===== src/rtc_nv_config_pkg.sv =====
package rtc_nv_config_pkg;

	// ===============================
	// register map
	localparam logic [7:0] ADDR_NV_SETTINGS = 8'h30;
	localparam logic [7:0] ADDR_CRYSTAL_OFFSET = 8'h31;
	localparam logic [7:0] ADDR_CRYSTAL_QUAD_COEF = 8'h32;
	localparam logic [7:0] ADDR_CRYSTAL_TURNOVER_TEMP = 8'h33;
	localparam logic [7:0] ADDR_USER_RAM_FIRST = 8'h38;
	localparam logic [7:0] ADDR_USER_RAM_LAST = 8'h3F;
	localparam logic [4:0] ADDR_USER_RAM_PAGE = 5'h07;
	localparam int USER_RAM_WORDS = 8;
	localparam int USER_RAM_INDEX_W = 3;
	localparam logic [7:0] READ_UNMAPPED = 8'h00;
	localparam logic [7:0] SETTINGS_RESET = 8'h00;
	localparam logic [7:0] BYTE_RESET = 8'h00;

	// ===============================
	// field layout
	localparam int TRICKLE_MSB = 7;
	localparam int TRICKLE_LSB = 4;
	localparam int CLOCK_OUTPUT_PIN_SEL_MSB = 3;
	localparam int CLOCK_OUTPUT_PIN_SEL_LSB = 2;
	localparam int THERMO_EN_BIT = 1;
	localparam int THERMO_PERIOD_BIT = 0;
	localparam int OFFSET_SIGN_BIT = 7;
	localparam int TURNOVER_W = 6;
	localparam logic [6:0] OFFSET_MAG_MAX = 7'h79;

	// ===============================
	// supply and timing
	localparam int SUPPLY_MV_W = 12;
	localparam logic [12:0] SWITCH_HYST_MV = 13'h0014;
	localparam int CLK_PERIOD_NS = 10;
	localparam int NS_PER_SECOND = 1000000000;
	localparam int CYCLES_PER_SECOND = NS_PER_SECOND / CLK_PERIOD_NS;
	localparam logic [4:0] MONITOR_SHORT_S = 5'h01;
	localparam logic [4:0] MONITOR_LONG_S = 5'h10;

	// ===============================
	// types
	typedef enum logic [1:0]
	{
		LOAD_WAIT = 2'b00,
		LOAD_COPY = 2'b01,
		LOAD_DONE = 2'b10
	} load_state_e;

	typedef struct packed
	{
		logic [7:0] settings;
		logic [7:0] offset;
		logic [7:0] quadCoef;
		logic [7:0] turnover;
	} nv_page_s;

	typedef struct packed
	{
		logic offsetFast;
		logic [6:0] offsetMag;
		logic [7:0] quadCoef;
		logic [5:0] turnoverTemperature;
	} comp_params_s;

endpackage


===== src/rtc_nv_config_and_user_ram.sv =====
// Overview of operation
// - settings byte: trickle, clock select, thermometer
// - each trickle resistor follows its bit
// - offset bit 7 is sign, one fast
// - offset bits 6..0 magnitude, 0 to 121
// - full 8-bit quadratic coefficient to compensation
// - turnover temperature bits 5..0, 7..6 unused
// - eight user RAM bytes 38h..3Fh
// - run from higher supply, 20 mV hysteresis
// - low-supply interrupts only when enabled
// - low supply at the upper threshold disables the thermometer
// - backup mode disables interface and clock output
// - bits 3..2 select clock output frequency
// - bit 1 enables thermometer, else temperature writable
// - bit 0 picks 1 s or 16 s period
// - load configuration from page after power-up
`timescale 1ns/1ps
module rtc_nv_config_and_user_ram
	import rtc_nv_config_pkg::*;
#(
	parameter int CyclesPerSecond = CYCLES_PER_SECOND
)
(
	input wire logic clk,
	input wire logic resetn,
	input wire logic [7:0] regAddr,
	input wire logic [7:0] regWrData,
	input wire logic regWrite,
	input wire logic regRead,
	output logic [7:0] regRdData,
	input wire nv_page_s nvPage,
	input wire logic [SUPPLY_MV_W-1:0] mainSupplyMv,
	input wire logic [SUPPLY_MV_W-1:0] backupSupplyMv,
	input wire logic supplyLowUpperThreshold,
	input wire logic supplyLowLowerThreshold,
	input wire logic lowUpperIntEnable,
	input wire logic lowLowerIntEnable,
	output logic [3:0] trickleResEn,
	output logic [1:0] clkoutFreqSel,
	output logic clockOutputEnable,
	output logic hostIfEnable,
	output logic onBackup,
	output logic thermometerEnable,
	output logic temperatureWritable,
	output logic monitorTick,
	output comp_params_s compParams,
	output logic lowUpperIrq,
	output logic lowLowerIrq,
	output logic configLoaded
);

	// ===============================
	// storage
	logic [7:0] settings_reg;
	logic [7:0] offset_reg;
	logic [7:0] quadCoef_reg;
	logic [TURNOVER_W-1:0] turnover_reg;
	logic [7:0] userRam [USER_RAM_WORDS];
	load_state_e load_reg;
	logic onBackup_reg;
	logic [7:0] rdData_reg;
	logic [31:0] secCount_reg;
	logic [4:0] periodCount_reg;
	logic tick_reg;
	logic [3:0] trickle_reg;
	logic [1:0] clkSel_reg;
	logic clkOutEn_reg;
	logic hostIf_reg;
	logic thermoEn_reg;
	logic tempWr_reg;
	comp_params_s comp_reg;
	logic upperIrq_reg;
	logic lowerIrq_reg;
	logic loaded_reg;
	logic hostWrite;
	logic hostRead;
	logic ramHit;
	logic [USER_RAM_INDEX_W-1:0] ramIndex;
	logic loadNow;
	logic [12:0] mainPlusHyst;
	logic [12:0] backupPlusHyst;
	logic [4:0] periodSeconds;
	logic secondPulse;
	// interface frozen in backup mode
	assign hostWrite = regWrite & ~onBackup_reg;
	assign hostRead = regRead & ~onBackup_reg;
	assign ramHit = (regAddr[7:3] == ADDR_USER_RAM_PAGE);
	assign ramIndex = regAddr[USER_RAM_INDEX_W-1:0];
	assign loadNow = (load_reg == LOAD_COPY);

	// ===============================
	// power-up load sequence
	always_ff @(posedge clk or negedge resetn)
	begin
		if (!resetn)
			load_reg <= LOAD_WAIT;
		else
			unique case (load_reg)
				LOAD_WAIT:
					if (!supplyLowUpperThreshold)
						load_reg <= LOAD_COPY;
				LOAD_COPY:
					load_reg <= LOAD_DONE;
				LOAD_DONE:
					load_reg <= LOAD_DONE;
				default:
					load_reg <= LOAD_WAIT;
			endcase
	end

	// ===============================
	// configuration registers, page load wins over a host write
	always_ff @(posedge clk or negedge resetn)
	begin
		if (!resetn)
		begin
			settings_reg <= SETTINGS_RESET;
			offset_reg <= BYTE_RESET;
			quadCoef_reg <= BYTE_RESET;
			turnover_reg <= '0;
		end
		else if (loadNow)
		begin
			settings_reg <= nvPage.settings;
			offset_reg <= nvPage.offset;
			quadCoef_reg <= nvPage.quadCoef;
			turnover_reg <= nvPage.turnover[TURNOVER_W-1:0];
		end
		else if (hostWrite)
		begin
			// calibration bytes stay writable; no lock
			unique case (regAddr)
				ADDR_NV_SETTINGS: settings_reg <= regWrData;
				ADDR_CRYSTAL_OFFSET: offset_reg <= regWrData;
				ADDR_CRYSTAL_QUAD_COEF: quadCoef_reg <= regWrData;
				ADDR_CRYSTAL_TURNOVER_TEMP: turnover_reg <= regWrData[TURNOVER_W-1:0];
				default: ;
			endcase
		end
	end

	// ===============================
	// user RAM
	always_ff @(posedge clk)
	begin
		if (hostWrite && ramHit)
			userRam[ramIndex] <= regWrData;
	end

	// ===============================
	// read port
	always_ff @(posedge clk or negedge resetn)
	begin
		if (!resetn)
			rdData_reg <= READ_UNMAPPED;
		else if (hostRead)
		begin
			if (ramHit)
				rdData_reg <= userRam[ramIndex];
			else
			begin
				unique case (regAddr)
					ADDR_NV_SETTINGS: rdData_reg <= settings_reg;
					ADDR_CRYSTAL_OFFSET: rdData_reg <= offset_reg;
					ADDR_CRYSTAL_QUAD_COEF: rdData_reg <= quadCoef_reg;
					ADDR_CRYSTAL_TURNOVER_TEMP: rdData_reg <= {2'b00, turnover_reg};
					default: rdData_reg <= READ_UNMAPPED;
				endcase
			end
		end
	end

	// ===============================
	// supply switchover with hysteresis
	assign mainPlusHyst = {1'b0, mainSupplyMv} + SWITCH_HYST_MV;
	assign backupPlusHyst = {1'b0, backupSupplyMv} + SWITCH_HYST_MV;
	always_ff @(posedge clk or negedge resetn)
	begin
		if (!resetn)
			onBackup_reg <= 1'b0;
		else if (!onBackup_reg && ({1'b0, backupSupplyMv} > mainPlusHyst))
			onBackup_reg <= 1'b1;
		else if (onBackup_reg && ({1'b0, mainSupplyMv} > backupPlusHyst))
			onBackup_reg <= 1'b0;
	end

	// ===============================
	// monitoring period divider
	assign periodSeconds = settings_reg[THERMO_PERIOD_BIT] ? MONITOR_LONG_S : MONITOR_SHORT_S;
	assign secondPulse = (secCount_reg == 32'(CyclesPerSecond - 1));
	always_ff @(posedge clk or negedge resetn)
	begin
		if (!resetn)
			secCount_reg <= '0;
		else if (secondPulse)
			secCount_reg <= '0;
		else
			secCount_reg <= secCount_reg + 32'h00000001;
	end
	always_ff @(posedge clk or negedge resetn)
	begin
		if (!resetn)
		begin
			periodCount_reg <= '0;
			tick_reg <= 1'b0;
		end
		else
		begin
			tick_reg <= 1'b0;
			if (secondPulse)
			begin
				if (periodCount_reg + 5'h01 >= periodSeconds)
				begin
					periodCount_reg <= '0;
					tick_reg <= 1'b1;
				end
				else
					periodCount_reg <= periodCount_reg + 5'h01;
			end
		end
	end

	// ===============================
	// derived controls
	always_ff @(posedge clk or negedge resetn)
	begin
		if (!resetn)
		begin
			trickle_reg <= '0;
			clkSel_reg <= '0;
			clkOutEn_reg <= 1'b0;
			hostIf_reg <= 1'b0;
			thermoEn_reg <= 1'b0;
			tempWr_reg <= 1'b0;
			loaded_reg <= 1'b0;
		end
		else
		begin
			trickle_reg <= settings_reg[TRICKLE_MSB:TRICKLE_LSB];
			clkSel_reg <= settings_reg[CLOCK_OUTPUT_PIN_SEL_MSB:CLOCK_OUTPUT_PIN_SEL_LSB];
			clkOutEn_reg <= ~onBackup_reg;
			hostIf_reg <= ~onBackup_reg;
			// thermometer needs the upper supply level
			thermoEn_reg <= settings_reg[THERMO_EN_BIT] & ~supplyLowUpperThreshold;
			tempWr_reg <= ~settings_reg[THERMO_EN_BIT];
			loaded_reg <= (load_reg == LOAD_DONE);
		end
	end

	// ===============================
	// compensation parameters
	always_ff @(posedge clk or negedge resetn)
	begin
		if (!resetn)
			comp_reg <= '0;
		else
		begin
			comp_reg.offsetFast <= offset_reg[OFFSET_SIGN_BIT];
			// magnitude outside its range is clamped
			comp_reg.offsetMag <= (offset_reg[6:0] > OFFSET_MAG_MAX) ? OFFSET_MAG_MAX : offset_reg[6:0];
			comp_reg.quadCoef <= quadCoef_reg;
			comp_reg.turnoverTemperature <= turnover_reg;
		end
	end

	// ===============================
	// low supply interrupt requests
	always_ff @(posedge clk or negedge resetn)
	begin
		if (!resetn)
		begin
			upperIrq_reg <= 1'b0;
			lowerIrq_reg <= 1'b0;
		end
		else
		begin
			upperIrq_reg <= supplyLowUpperThreshold & lowUpperIntEnable;
			lowerIrq_reg <= supplyLowLowerThreshold & lowLowerIntEnable;
		end
	end
	assign regRdData = rdData_reg;
	assign trickleResEn = trickle_reg;
	assign clkoutFreqSel = clkSel_reg;
	assign clockOutputEnable = clkOutEn_reg;
	assign hostIfEnable = hostIf_reg;
	assign onBackup = onBackup_reg;
	assign thermometerEnable = thermoEn_reg;
	assign temperatureWritable = tempWr_reg;
	assign monitorTick = tick_reg;
	assign compParams = comp_reg;
	assign lowUpperIrq = upperIrq_reg;
	assign lowLowerIrq = lowerIrq_reg;
	assign configLoaded = loaded_reg;
	// ===============================
	// assertions
	trickle_follow_a: assert property (@(posedge clk) disable iff (!resetn)
		##1 trickleResEn == $past(settings_reg[TRICKLE_MSB:TRICKLE_LSB]))
		else $error("trickle enables differ from settings");
	clock_output_pin_sel_a: assert property (@(posedge clk) disable iff (!resetn)
		##1 clkoutFreqSel == $past(settings_reg[CLOCK_OUTPUT_PIN_SEL_MSB:CLOCK_OUTPUT_PIN_SEL_LSB]))
		else $error("clock select differs from settings");
	backup_gating_a: assert property (@(posedge clk) disable iff (!resetn)
		onBackup_reg |=> !clockOutputEnable && !hostIfEnable)
		else $error("interface or clock output alive in backup");
	backup_write_a: assert property (@(posedge clk) disable iff (!resetn)
		onBackup_reg && regWrite && regAddr == ADDR_NV_SETTINGS && !loadNow |=> $stable(settings_reg))
		else $error("write taken in backup mode");
	switch_over_a: assert property (@(posedge clk) disable iff (!resetn)
		!onBackup_reg && {1'b0, backupSupplyMv} > mainPlusHyst |=> onBackup_reg)
		else $error("no switch to higher backup supply");
	switch_hold_a: assert property (@(posedge clk) disable iff (!resetn)
		!onBackup_reg && {1'b0, backupSupplyMv} <= mainPlusHyst |=> !onBackup_reg)
		else $error("switched inside hysteresis band");
	thermo_low_a: assert property (@(posedge clk) disable iff (!resetn)
		supplyLowUpperThreshold |=> !thermometerEnable)
		else $error("thermometer on at low supply");
	irq_gate_a: assert property (@(posedge clk) disable iff (!resetn)
		##1 lowUpperIrq == ($past(supplyLowUpperThreshold) && $past(lowUpperIntEnable)))
		else $error("upper low-supply request wrongly gated");
	offset_mag_a: assert property (@(posedge clk) disable iff (!resetn)
		##1 compParams.offsetMag == ($past(offset_reg[6:0]) > OFFSET_MAG_MAX ? OFFSET_MAG_MAX : $past(offset_reg[6:0])))
		else $error("offset magnitude not clamped to range");
	turnover_read_a: assert property (@(posedge clk) disable iff (!resetn)
		hostRead && regAddr == ADDR_CRYSTAL_TURNOVER_TEMP |=> regRdData[7:6] == 2'b00)
		else $error("unused turnover bits read nonzero");
	ram_readback_a: assert property (@(posedge clk) disable iff (!resetn)
		hostWrite && ramHit ##1 hostRead && ramHit && regAddr == $past(regAddr) |=> regRdData == $past(regWrData, 2))
		else $error("user RAM readback mismatch");
	load_copy_a: assert property (@(posedge clk) disable iff (!resetn)
		load_reg == LOAD_WAIT && !supplyLowUpperThreshold |=> ##1 settings_reg == $past(nvPage.settings))
		else $error("settings not loaded from page");
	period_tick_a: assert property (@(posedge clk) disable iff (!resetn)
		monitorTick |-> secCount_reg == '0)
		else $error("tick off the second boundary");
endmodule // rtc_nv_config_and_user_ram


===== config.mk =====
export PLATFORM = sky130hd
export DESIGN_NAME = rtc_nv_config_and_user_ram
export DESIGN_NICKNAME = d
export VERILOG_FILES = /design/src/rtc_nv_config_pkg.sv /design/src/rtc_nv_config_and_user_ram.sv
export SDC_FILE = /design/constraint.sdc
export NUM_CORES = 1
export LEC_CHECK = 0
export BUFFER_PORTS_ARGS = -buffer_cell sky130_fd_sc_hd__buf_2
export CORE_MARGIN = 2
export CORE_UTILIZATION = 60
export CTS_CLUSTER_DIAMETER = 100
export DETAILED_ROUTE_END_ITERATION = 16
export HOLD_SLACK_MARGIN = 0.08
export PLACE_DENSITY = 0.88
export RECOVER_POWER = 25
export SLEW_MARGIN = 20
export SYNTH_ARGS = -nofsm -noshare
export SYNTH_HDL_FRONTEND = slang
export SYNTH_SLANG_ARGS = --single-unit

===== constraint.sdc =====
create_clock -name clk -period 4.1 [get_ports clk]
set_input_delay 0.205 -clock clk [delete_from_list [all_inputs] [get_ports clk]]
set_output_delay 0.205 -clock clk [all_outputs]
set_load 0.1 [all_outputs]

### Yosys cells after proc, flatten, opt, wreduce, memory -nomap -nowiden

Memories as Yosys holds them, arrays and structs flattened.
Cells that the tools add are included.

* register bits after elaboration: 113
* bits of input ports: 80
* word-level logic and storage cells: 90
* RAM bits: 64
* memories: 1
* output and inout port bits: 45

Memory list
* userRam: words 8, bits a word 8, read ports 1, clocked after Yosys merged registers in 0, write ports 1, RTL line rtc_nv_config_and_user_ram.sv:58 `logic [7:0] userRam [USER_RAM_WORDS];`

* muxes and demuxes: 26
* equal/unequal tests: 9
* $add $sub $neg: 4
* reduce and logical (&&, ||, !) cells: 16
* bitwise operators: 8
* order comparisons: 4

Operators with widths (number)
* 8-bit two-way mux: 10
* 32-bit by 1-bit adder with 32-bit output (second input constant): 1
* 32-bit by 27-bit == test with 1-bit output (second input constant): 1
* 8-bit by 6-bit == test with 1-bit output (second input constant): 4
* 32-bit two-way mux: 1
* 8-bit one-hot mux with 4 select lines: 1
* 12-bit by 5-bit adder with 13-bit output (second input constant): 2
* 12-bit by 13-bit > comparator with 1-bit output: 2
* 6-bit two-way mux: 3
* 2-bit nonzero test: 6
* 5-bit two-way mux: 2
* 2-bit AND reduction: 4
* 7-bit > comparator (second input constant): 1
* 7-bit two-way mux: 1
* 1-bit two-way mux: 6
* 5-bit by 1-bit adder with 5-bit output (second input constant): 1
* 1-bit AND: 5
* 5-bit by 3-bit == test with 1-bit output (second input constant): 1
* 5-bit greater-or-equal comparator: 1
* 2-bit one-hot mux with 2 select lines: 1
* 1-bit logical AND: 3
* 1-bit inverter: 3
* 2-bit by 1-bit == test with 1-bit output (second input constant): 1
* 2-bit == test (second input constant): 1
* 5 further kinds: 5

### Longest topological paths before layout

Gate-level depths: netlist (run 1).

* depth in word-level cells: 5
* mapped depth: 11
* depth with buffers taken out: 11

### Worst setup path after synthesis (run 1)

No wires, ideal clock.

* path type: flip-flop to flip-flop
* from: reg onBackup_reg (netlist: onBackup)
* to: mem userRam[0][0], enable pin
* buffers on the path: 0
* library setup time: 0.383 ns
* data arrival time: 2.067 ns
* required time: 3.717 ns
* slack: 1.649 ns
* clock period less this slack: 2.451 ns
* cell stages (with the launch flop): 4
* path through: dfrtp_1 nand2b_1 or3_1 nor3_1

* word-level cells in the longest chain between the ends: 5

RTL lines
* start: declaration: RTL line rtc_nv_config_and_user_ram.sv:60 `logic onBackup_reg;`
* start signal: assignment: RTL line rtc_nv_config_and_user_ram.sv:180 `onBackup_reg <= 1'b0;`
* start signal: assignment: RTL line rtc_nv_config_and_user_ram.sv:182 `onBackup_reg <= 1'b1;`
* start signal: assignment: RTL line rtc_nv_config_and_user_ram.sv:184 `onBackup_reg <= 1'b0;`
* 1-bit inverter: RTL line rtc_nv_config_and_user_ram.sv:85 `assign hostWrite = regWrite & ~onBackup_reg;`
* 1-bit AND: RTL line rtc_nv_config_and_user_ram.sv:85
* 1-bit logical AND: RTL line rtc_nv_config_and_user_ram.sv:146 `if (hostWrite && ramHit)`
* 1-bit two-way mux: RTL line rtc_nv_config_and_user_ram.sv:146
* 1-bit two-way mux (not written as such): RTL line rtc_nv_config_and_user_ram.sv:147 `userRam[ramIndex] <= regWrData;`
* end: declaration: RTL line rtc_nv_config_and_user_ram.sv:58

No other way between the ends.

### Worst setup path in the final report (run 1)

* from: in regAddr[6]
* to: mem userRam[0][4], enable pin

* word-level cells in the longest chain between the ends: 4

RTL lines
* start: declaration: RTL line rtc_nv_config_and_user_ram.sv:26 `input wire logic [7:0] regAddr,`
* 5-bit by 3-bit == test with 1-bit output: RTL line rtc_nv_config_and_user_ram.sv:87 `assign ramHit = (regAddr[7:3] == ADDR_USER_RAM_PAGE);`
* 1-bit logical AND: RTL line rtc_nv_config_and_user_ram.sv:146
* 1-bit two-way mux: RTL line rtc_nv_config_and_user_ram.sv:146
* 1-bit two-way mux (not written as such): RTL line rtc_nv_config_and_user_ram.sv:147

No other way between the ends.

==> metrics.txt, run 1 <==
multiplexer share of the synthesized area=under 10%; overall power=0.00631 W; Worst-path clk slew=60 ps; Slew headroom=32.4%; total congestion overflow=0; Die Wd=122 µm; drt first pass iters=5; PostCTS Resize Cnt=0; CP startpoint kind=primary input; initial antenna violation count=0; WP data arrival=~2700 ps; xor/xnor share of the synthesized area=between 4 and 5%; Tightest Pin Transition=1010 ps; maximum clock insertion buffer count=2; pre-CTS WS=about 1200 ps; Max Freq=388 MHz; diodes inserted=0; Post-Synthesis Cells=688; largest net degree at the start of global routing=77; final-report hold violation count=0; Synth area leader=dfrtp_1; dpl hpwl=13600 µm; Clock Tree Root=clkbuf_16; Max VDD drop=0.000939 V; fraction of registers with async set/reset=63.8%; Ys Warns=0; final setup violation count=0; Largest register FFs=64; via count=6232; Reg2Reg Setup Slack=1780 ps; fin crit period=2580 ps; final instance area=9940 µm²; sequential share of the synthesized area=57.0%; DR DRC count=0; max_cap viols=0; most common cell after layout, fill and taps aside=dfrtp_1; synthesized area per cell=12.1 µm²; P&R area growth vs syn=19.2%; R2R Path Start=secCount_reg[12]; global-route wire length before repair=32900 µm; core area=13700 µm²; layout cells sized above 1=20.6%; Synth Area in Adders=under 10%; Worst R2R End=periodCount_reg[0]; GPL Wtd Cong=0.894; Final Non-Filler Cells=1028; unrepaired setup endpoints after global routing=no; commonest cells after routing, fill and taps aside=113 x dfrtp_1, 112 x buf_2, 69 x nand2_1, 64 x edfxtp_1, 48 x nor2_1; CTS tree=built; crit end category=flop; worst setup path startpoint=regAddr[6]; first-iteration detailed-routing DRC count=597; FF+latch count, synth=177; Main synth FF type=dfrtp_1; clock sink count=roughly 180; Nets=around 950; post-synthesis cell type count=55; Synth top area share=33.9%; CP Class=primary input to flop; Final TNS setup=0 ps; combinational family with the most area after synthesis=simple AND/OR/NAND/NOR gates; Final WS setup=approximately 1500 ps; vias per inst=between 6 and 7; DIE AREA=14900 µm²; Post-synth EDFFs=64; Clock Latency Late Sink=440 ps; Post-Syn Area=between 8000 and 9000 µm²; worst-path maximum fanout=11; row cnt=43; Num CTS Buffers=17; static leakage power=4.31 nW; Post-DRT Antenna Nets=0; Synthesized Nets=800; PD cells=635 nW/µm²; Slew Viols, Final=0; port buffer count=122; GRT Total Usage=29.6%; CP peak stage delay=670 ps; Synth Area in Simple Gates=between 10% and 20%; H-tree depth=4; Area contributors post-synth=dfrtp_1 34%, edfxtp_1 23%, ha_1 4.8%; Hold Path Class=primary input to flop; Req. time, crit path=4240 ps; Synth Area in Compound Gates=7.14%; crit path to=userRam[0][4]; Die Ht=122 µm; Ports=125; Post-Route WL=20800 µm; Initial Utilization=60.8%; post-CTS setup repair buffer count=0; CP max stage cell=nor3_1; FF-to-FF path depth=5; status=finished clean; number of global-route vias before repair=6442; WL per Instance=between 20 and 25 µm; cell total after placement=961; Final Cycle Share=between 60% and 70%; crit-path cells=buf_2 -> nor4bb_1 -> nand2_1 -> or3_1 -> nor3_1 -> buf_4; Fin Clk Skew=16.7 ps; Area after DPL=9050 µm²
## cells in the mapped netlist, types with 7 or more instances
| master | number |
|---|---|
| a21oi_1 | 15 |
| and2_1 | 7 |
| and3_1 | 9 |
| buf_2 | 11 |
| clkbuf_1 | 15 |
| dfrtp_1 | 113 |
| edfxtp_1 | 64 |
| ha_1 | 32 |
| inv_1 | 18 |
| mux2i_1 | 38 |
| mux4_2 | 17 |
| nand2_1 | 69 |
| nand3_1 | 25 |
| nand4_1 | 15 |
| nor2_1 | 48 |
| nor2b_1 | 9 |
| nor3_1 | 13 |
| o21ai_0 | 25 |
| o21ai_1 | 17 |
| or3_1 | 7 |
| xnor2_1 | 22 |
| xor2_1 | 21 |
## area by class of cell
| cell class | count | area [µm²] |
|---|---|---|
| Clock buffer | 21 | 450 |
| Timing Repair Buffer | 160 | 975 |
| Clock inverter | 11 | 104 |
| Inverter | 18 | 67.6 |
| Multi-Input combinational cell | 461 | 3370 |
| Fill cell | 879 | 3780 |
| Tap cell | 180 | 225 |
| Sequential cell | 177 | 4750 |
## power by group
| part | total (W) | switching (W) | internal [W] |
|---|---|---|---|
| combinational | 0.00237 | 0.00192 | 0.000444 |
| sequential | 0.00240 | 0.000238 | 0.00217 |
| clock | 0.00154 | 0.000683 | 0.000860 |
## critical path, delay by kind of cell
| kind | cells | cell delay, ps |
|---|---|---|
| AND/OR/NAND/NOR | 4 | 2140 |
| buffers and inverters | 2 | 370 |
## metrics by stage
stage               utilization (%)  hold WS [ps]
finish                         72.4           184
global route                   72.4           163
CTS                            72.5           112
detailed placement             65.9           386
global placement               65.9           378
floorplan                         -         -90.6
## kinds of logic (layout without fill, tap and decap cells)
family,Yosys count,count (layout)
AND/OR/NAND/NOR,232,232
buffers and inverters,50,210
flip-flops,177,177
multiplexers,58,58
XOR/XNOR,43,43
AO/OA/AOI/OAI,96,96
adder cells (fa/ha/maj),32,32
## worst min path at each step
| stage | from | end | slack [ps] | cells after the start |
|---|---|---|---|---|
| CTS | regWrData[6] | userRam[0][6] | 110 | 1 |
| global route | regAddr[3] | regRdData[4] | 160 | 3 |
| detailed placement | turnover_reg[1] | compParams[1] | 390 | 0 |
| global placement | settings_reg[5] | trickleResEn[1] | 380 | 0 |
| floorplan | resetn | clkoutFreqSel[0] | -90 | 0 |
| finish | regAddr[3] | regRdData[4] | 180 | 3 |
## per-layer routing
| layer | vias to the layer above | part of all wire, % | track usage, % |
|---|---|---|---|
| met4 | 0 | 3.5 | 12.9 |
| met3 | 70 | 6.0 | 7.12 |
| met2 | 303 | 51 | 51.2 |
| met5 | - | 0 | 0 |
| li1 | 2807 | - | - |
| met1 | 3052 | 40 | 35.6 |
## timing repair
item                                   4_1_cts  5_1_grt
hold buffers                                35        0
endpoints found under the hold margin      110        0
setup endpoints to repair                    0        0
No activity file was read; power rests on OpenSTA's default activity.
==> run 2, diff against run 1 <==
--- a/config.mk
+++ b/config.mk
@@ -5,13 +5,14 @@
 export SDC_FILE = /design/constraint.sdc
 export NUM_CORES = 1
 export LEC_CHECK = 0
+export ABC_AREA = 1
 export BUFFER_PORTS_ARGS = -buffer_cell sky130_fd_sc_hd__buf_2
 export CORE_MARGIN = 2
-export CORE_UTILIZATION = 60
+export CORE_UTILIZATION = 52
 export CTS_CLUSTER_DIAMETER = 100
 export DETAILED_ROUTE_END_ITERATION = 16
 export HOLD_SLACK_MARGIN = 0.08
-export PLACE_DENSITY = 0.88
+export PLACE_DENSITY = 0.81
 export RECOVER_POWER = 25
 export SLEW_MARGIN = 20
 export SYNTH_ARGS = -nofsm -noshare
==> constraint.sdc (replaced) <==
create_clock -name clk -period 2.1 [get_ports clk]
set_input_delay 0.105 -clock clk [delete_from_list [all_inputs] [get_ports clk]]
set_output_delay 0.105 -clock clk [all_outputs]
set_load 0.1 [all_outputs]
==> metrics.txt, run 2 <==
status=finished clean; CP dominant cell by count=nand2_1; crit-path cells=ha_1 -> nand2_1 -> inv_2 -> nand3_1 -> nor2_2 -> nand2_1 -> nor2_2 -> nand3_1 -> nand2_1 -> nand2_1 -> nor2_1; Max Freq=540 MHz; Slew headroom=34.2% (+1.8 points); Clock Tree Root=clkbuf_16; vias per inst=5.42 (-11%); global-route wire length before repair=37900 µm (+15%); Die Ht=135 µm (+11%); PostCTS Resize Cnt=0 (unchanged); WL per Instance=17.0 µm (-16%); R2R Path Start=secCount_reg[0]; row cnt=47 (+9.3%); Post-Synthesis Cells=995 (+45%); pre-CTS WS=-76.6 ps (-1260 ps); DR DRC count=0 (unchanged); Ports=125 (unchanged); maximum clock insertion buffer count=2 (unchanged); layout cells sized above 1=18.2% (-2.5 points); Req. time, crit path=2460 ps (-1780 ps); largest net degree at the start of global routing=39 (-49%); Final Cycle Share=88.3%; GPL Wtd Cong=0.968 (+8.3%); initial antenna violation count=0 (unchanged); # fillers=1367 (+56%); Synth top area share=31.7% (-2.2 points); drt first pass iters=6 (+1); fraction of registers with async set/reset=63.8% (unchanged); Worst-path clk slew=70 ps (about the same); fin crit period=1850 ps; Tightest Pin Transition=986 ps (-27.3 ps); Area contributors post-synth=dfrtp_1 32%, edfxtp_1 22%, nand2_1 9.8%; H-tree depth=4 (unchanged); Ys Warns=0 (unchanged); most common cell after layout, fill and taps aside=nand2_1; PD cells=1100 nW/µm² (+73%); Synth area leader=dfrtp_1; total congestion overflow=0 (unchanged); Num CTS Buffers=17 (unchanged); number of global-route vias before repair=7543 (+17%); clock sink count=177 (unchanged); final setup violation count=0 (unchanged); Initial Utilization=53.4% (-7.4 points); CP startpoint kind=flop; Hold Path Class=primary input to flop; worst setup path startpoint=secCount_reg[0]; GRT Total Usage=27.1% (-2.5 points); commonest cells after routing, fill and taps aside=233 x nand2_1, 119 x nor2_1, 114 x buf_2, 113 x dfrtp_1, 96 x inv_1; Max VDD drop=0.00130 V (+38%); DIE AREA=18200 µm² (+23%); Post-DRT Antenna Nets=0 (unchanged); Post-synth EDFFs=64 (unchanged); core area=16700 µm² (+22%); overall power=0.0119 W (+89%); Post-Route WL=24000 µm (+15%); CP max stage cell=dfrtp_1; worst hold path cell count=6 (+3); Largest register FFs=64 (unchanged); crit end category=flop; CP Class=flop to flop; final-report hold violation count=0 (unchanged); CTS tree=built; worst-path maximum fanout=4 (-7); sequential share of the synthesized area=53.2% (-3.7 points); synthesized area per cell=8.97 µm² (-26%); CP peak stage delay=360 ps (-310 ps); Die Wd=135 µm (+11%); first-iteration detailed-routing DRC count=728 (+22%); Slew Viols, Final=0 (unchanged); cts hold-fix bufs=44 (+26%); port buffer count=122 (unchanged); max_cap viols=0 (unchanged); post-CTS setup repair buffer count=0 (unchanged); Post-Syn Area=8920 µm² (+7.0%); diodes inserted=0 (unchanged); unrepaired setup endpoints after global routing=no; FF-to-FF path depth=11 (+6); FF+latch count, synth=177 (unchanged); via count=7638 (+23%); HP Start=backupSupplyMv[11]; Fin Clk Skew=13.1 ps (-3.63 ps); Synthesized Nets=1107 (+38%); Main synth FF type=dfrtp_1; P&R area growth vs syn=21.6%; Final WS setup=247 ps (-1280 ps); WP data arrival=2210 ps (-510 ps); static leakage power=5.18 nW (+20%); top post-synthesis cells by count=233 x nand2_1, 119 x nor2_1, 113 x dfrtp_1; dpl hpwl=16400 µm (+21%); Nets=1289 (+36%); Final Hold Slack=173 ps (-11.3 ps); Clock Latency Late Sink=440 ps (about the same); post-synthesis cell type count=41 (-25%); most frequent cell after synthesis=nand2_1
-- run 2: cell families (layout without fill, tap and decap cells) --
| family | after synthesis | after routing | share of synthesized area, % |
|---|---|---|---|
| xor gates and xnor gates | 37 | 37 | 3.63 |
| DFF | 177 | 177 | 53.2 |
| buffers and inverters | 135 | 329 | 6.49 |
| and+or+nand+nor | 486 | 486 | 23.8 |
| adders and majority gates | 32 | 32 | 4.49 |
| AOI/OAI and AO/OA | 128 | 128 | 8.36 |
-- run 2: per-stage QoR --
step	TNS, ps	utilization [%]	instance area (µm²)	cells
after global routing	0	65.0	10900	1409
after global placement	0	58.9	9840	1334
after detailed placement	-76.6	58.9	9840	1334
after CTS	0	65.1	10900	1409
final	0	65.0	10900	1409
after floorplan	0	-	8920	995
-- run 2: metal layers --
| layer | up-vias | track usage, % | wire length [µm] |
|---|---|---|---|
| li1 | 3632 | - | - |
| met1 | 3572 | 32.9 | 9270 |
| met2 | 366 | 47.3 | 12200 |
| met3 | 68 | 5.97 | 1730 |
| met4 | 0 | 10.8 | 847 |
| met5 | - | 0 | 0 |
-- run 2: where the power goes --
group          internal, W  total, W  switching (W)
registers          0.00415   0.00456       0.000408
clock network      0.00159   0.00310        0.00150
logic             0.000795   0.00425        0.00346
total              0.00654    0.0119        0.00537
-- run 2: path summary, 6_finish.rpt --
path                               endpoint  slack (ps)
max                        secCount_reg[20]         250
min                                onBackup         170
max reg2reg                secCount_reg[20]         250
min reg2reg                  compParams[21]         410
max in group asynchronous     compParams[5]         890
min in group asynchronous          onBackup         370
-- run 2: critical path, delay by kind of cell (launching register included) --
family / cells / cell delay, ps
AND/OR/NAND/NOR: 9 / 1190
flip-flops: 1 / 360
adder cells (fa/ha/maj): 1 / 170
buffers and inverters: 1 / 70
-- run 2: layout make-up --
type                            instances  area (µm²)  area share [%]
Inverter                              106         403            3.71
Clock inverter                         14         156            1.44
Tap cell                              220         275            2.54
Timing Repair Buffer                  192        1250            11.5
Sequential cell                       177        4750            43.8
Multi-Input combinational cell        683        3590            33.1
Clock buffer                           17         425            3.92
==> run 3, diff against run 2 <==
--- a/config.mk
+++ b/config.mk
@@ -7,7 +7,7 @@
 export LEC_CHECK = 0
 export ABC_AREA = 1
 export BUFFER_PORTS_ARGS = -buffer_cell sky130_fd_sc_hd__buf_2
-export CORE_MARGIN = 2
+export CORE_MARGIN = 5
 export CORE_UTILIZATION = 52
 export CTS_CLUSTER_DIAMETER = 100
 export DETAILED_ROUTE_END_ITERATION = 16
==> metrics.txt, run 3 (synthesis results as in run 2) <==
CP Buf/Inv Count=2 (+1); cts hold-fix bufs=44 (unchanged); Post-Route WL=23700 µm (-1.1%); Final Cycle Share=87.8% (-0.51 points); pre-CTS WS=-35.8 ps (+40.8 ps); dpl hpwl=16900 µm (+3.1%); crit end category=flop; cell total after placement=1340 (+0.45%); crit-path cells=inv_1 -> nand2_1 -> nor2_1 -> nand2_1 -> nor2_1 -> buf_4; largest net degree at the start of global routing=54 (+38%); post-CTS setup repair buffer count=0 (unchanged); WL met1=9340 µm (+0.77%); CP peak stage delay=410 ps (+50 ps); routed wl met2=11900 µm (-1.9%); Ports=125 (unchanged); first-iteration detailed-routing DRC count=657 (-9.8%); # fillers=1375 (+0.59%); DIE AREA=19900 µm² (+9.1%); WP data arrival=1990 ps (-220 ps); Worst R2R End=userRam[0][4]; layout cells sized above 1=18.3% (+0.14 points); R2R Path Start=onBackup; Post-DRT Antenna Nets=0 (unchanged); Max VDD drop=0.000955 V (-26%); global-route wire length before repair=38000 µm (+0.31%); Fin Clk Skew=15.1 ps (+2.04 ps); total congestion overflow=0 (unchanged); FF-to-FF path depth=6 (-5); Num CTS Buffers=17 (unchanged); Die Wd=141 µm (+4.4%); Die Ht=141 µm (+4.4%); delay-heaviest family, CP=simple AND/OR/NAND/NOR gates; port buffer count=122 (unchanged); Clock Tree Root=clkbuf_16; WL per Instance=16.8 µm (-1.6%); via count=7513 (-1.6%); diodes inserted=0 (unchanged); final setup violation count=0 (unchanged); P&R area growth vs syn=21.9%; most common cell after layout, fill and taps aside=nand2_1; status=finished clean; Initial Utilization=52.3% (-1.1 points); Nets=1290 (+0.078%); unrepaired setup endpoints after global routing=no; Slew Viols, Final=0 (unchanged); Max Freq=543 MHz (+0.58%); worst-path maximum fanout=6 (+2); CP Class=flop to flop; maximum clock insertion buffer count=2 (unchanged); final-report hold violation count=0 (unchanged); Slew headroom=43.7% (+9.4 points); vias per inst=5.31 (-2.1%); initial antenna violation count=0 (unchanged); Largest register FFs=64 (unchanged); GPL Wtd Cong=0.962 (-0.71%); PD cells=1090 nW/µm² (-0.27%); CP startpoint kind=flop; Tightest Pin Transition=845 ps (-142 ps); number of global-route vias before repair=7383 (-2.1%); DR DRC count=0 (unchanged); max_cap viols=0 (unchanged); Clock Latency Late Sink=440 ps (about the same); Hold Path Class=primary input to flop; PostCTS Resize Cnt=0 (unchanged); CTS tree=built; drt first pass iters=5 (-1); core area=17100 µm² (+2.1%); H-tree depth=4 (unchanged); fin crit period=1840 ps (-10.6 ps); Hold Path Sink=onBackup; CP max stage cell=dfrtp_1; Final WS setup=257 ps (+10.6 ps); clock sink count=177 (unchanged); DR top layer=met4; row cnt=48 (+2.1%); Req. time, crit path=2240 ps (-220 ps); worst hold path cell count=6 (unchanged); HP Start=backupSupplyMv[11]; Reg2Reg Setup Slack=260 ps (about the same); GRT Total Usage=24.4% (-2.8 points); Final Non-Filler Cells=1416 (+0.50%); commonest cells after routing, fill and taps aside=233 x nand2_1, 119 x nor2_1, 115 x buf_2, 113 x dfrtp_1, 96 x inv_1; WL met3=1500 µm (-13%); static leakage power=5.20 nW (+0.26%); Worst-path clk slew=70 ps (about the same)
-- run 3: cell count changes in the layout (fill, tap and decap cells not counted), sizes merged --
cell,before,now
buf,140,142
clkinv,5,9
clkinvlp,1,0
inv,114,111
-- run 3: through the flow --
step                power [W]  setup TNS [ps]  cell area, µm²  util [%]  hold WS [ps]
finish                 0.0119               0           10900      63.8           212
detailed placement    0.00873           -35.8            9860      57.8          75.6
global placement      0.00866               0            9860      57.8          79.0
global route           0.0124               0           10900      63.8           246
floorplan             0.00783               0            8920         -          -191
CTS                    0.0119               0           10900      63.9           176
-- run 3: layer usage --
metal | track usage [%] | vias up
li1 | - | 3645
met3 | 4.61 | 74
met2 | 41.3 | 313
met4 | 11.3 | 0
met5 | 0 | -
met1 | 30.2 | 3481
-- run 3: report_power, final --
part           switching (W)  internal, W
Combinational        0.00344     0.000782
Clock                0.00152      0.00160
Sequential          0.000421      0.00415
Total                0.00537      0.00654
-- run 3: area by class of cell --
cell class	instances	area, µm²	share of cell area, %
timing repair buffer	193	1260	11.6
clock buffer	18	429	3.94
multi-input combinational	683	3590	33.0
clock inverter	14	165	1.52
inverter	106	403	3.70
sequential	177	4750	43.6
tap	225	282	2.59
-- run 3: worst max path at each step --
| stage | cells after the start | slack [ps] | start | to |
|---|---|---|---|---|
| 2_1_floorplan | 5 | 40 | onBackup | userRam[3][0] |
| 3_3_place_gp | 15 | 40 | backupSupplyMv[2] | onBackup |
| 3_5_place_dp | 15 | -40 | backupSupplyMv[2] | onBackup |
| 4_1_cts | 6 | 280 | onBackup | userRam[0][4] |
| 5_1_grt | 6 | 120 | onBackup | userRam[0][4] |
| 6_report | 6 | 260 | onBackup | userRam[0][4] |
-- run 3: tightest hold or removal path: stages --
cell	delay, ps
buf_2	100
ha_1	150
a21oi_1	40
nand2_1	60
nand3_1	70
nand2_1	70
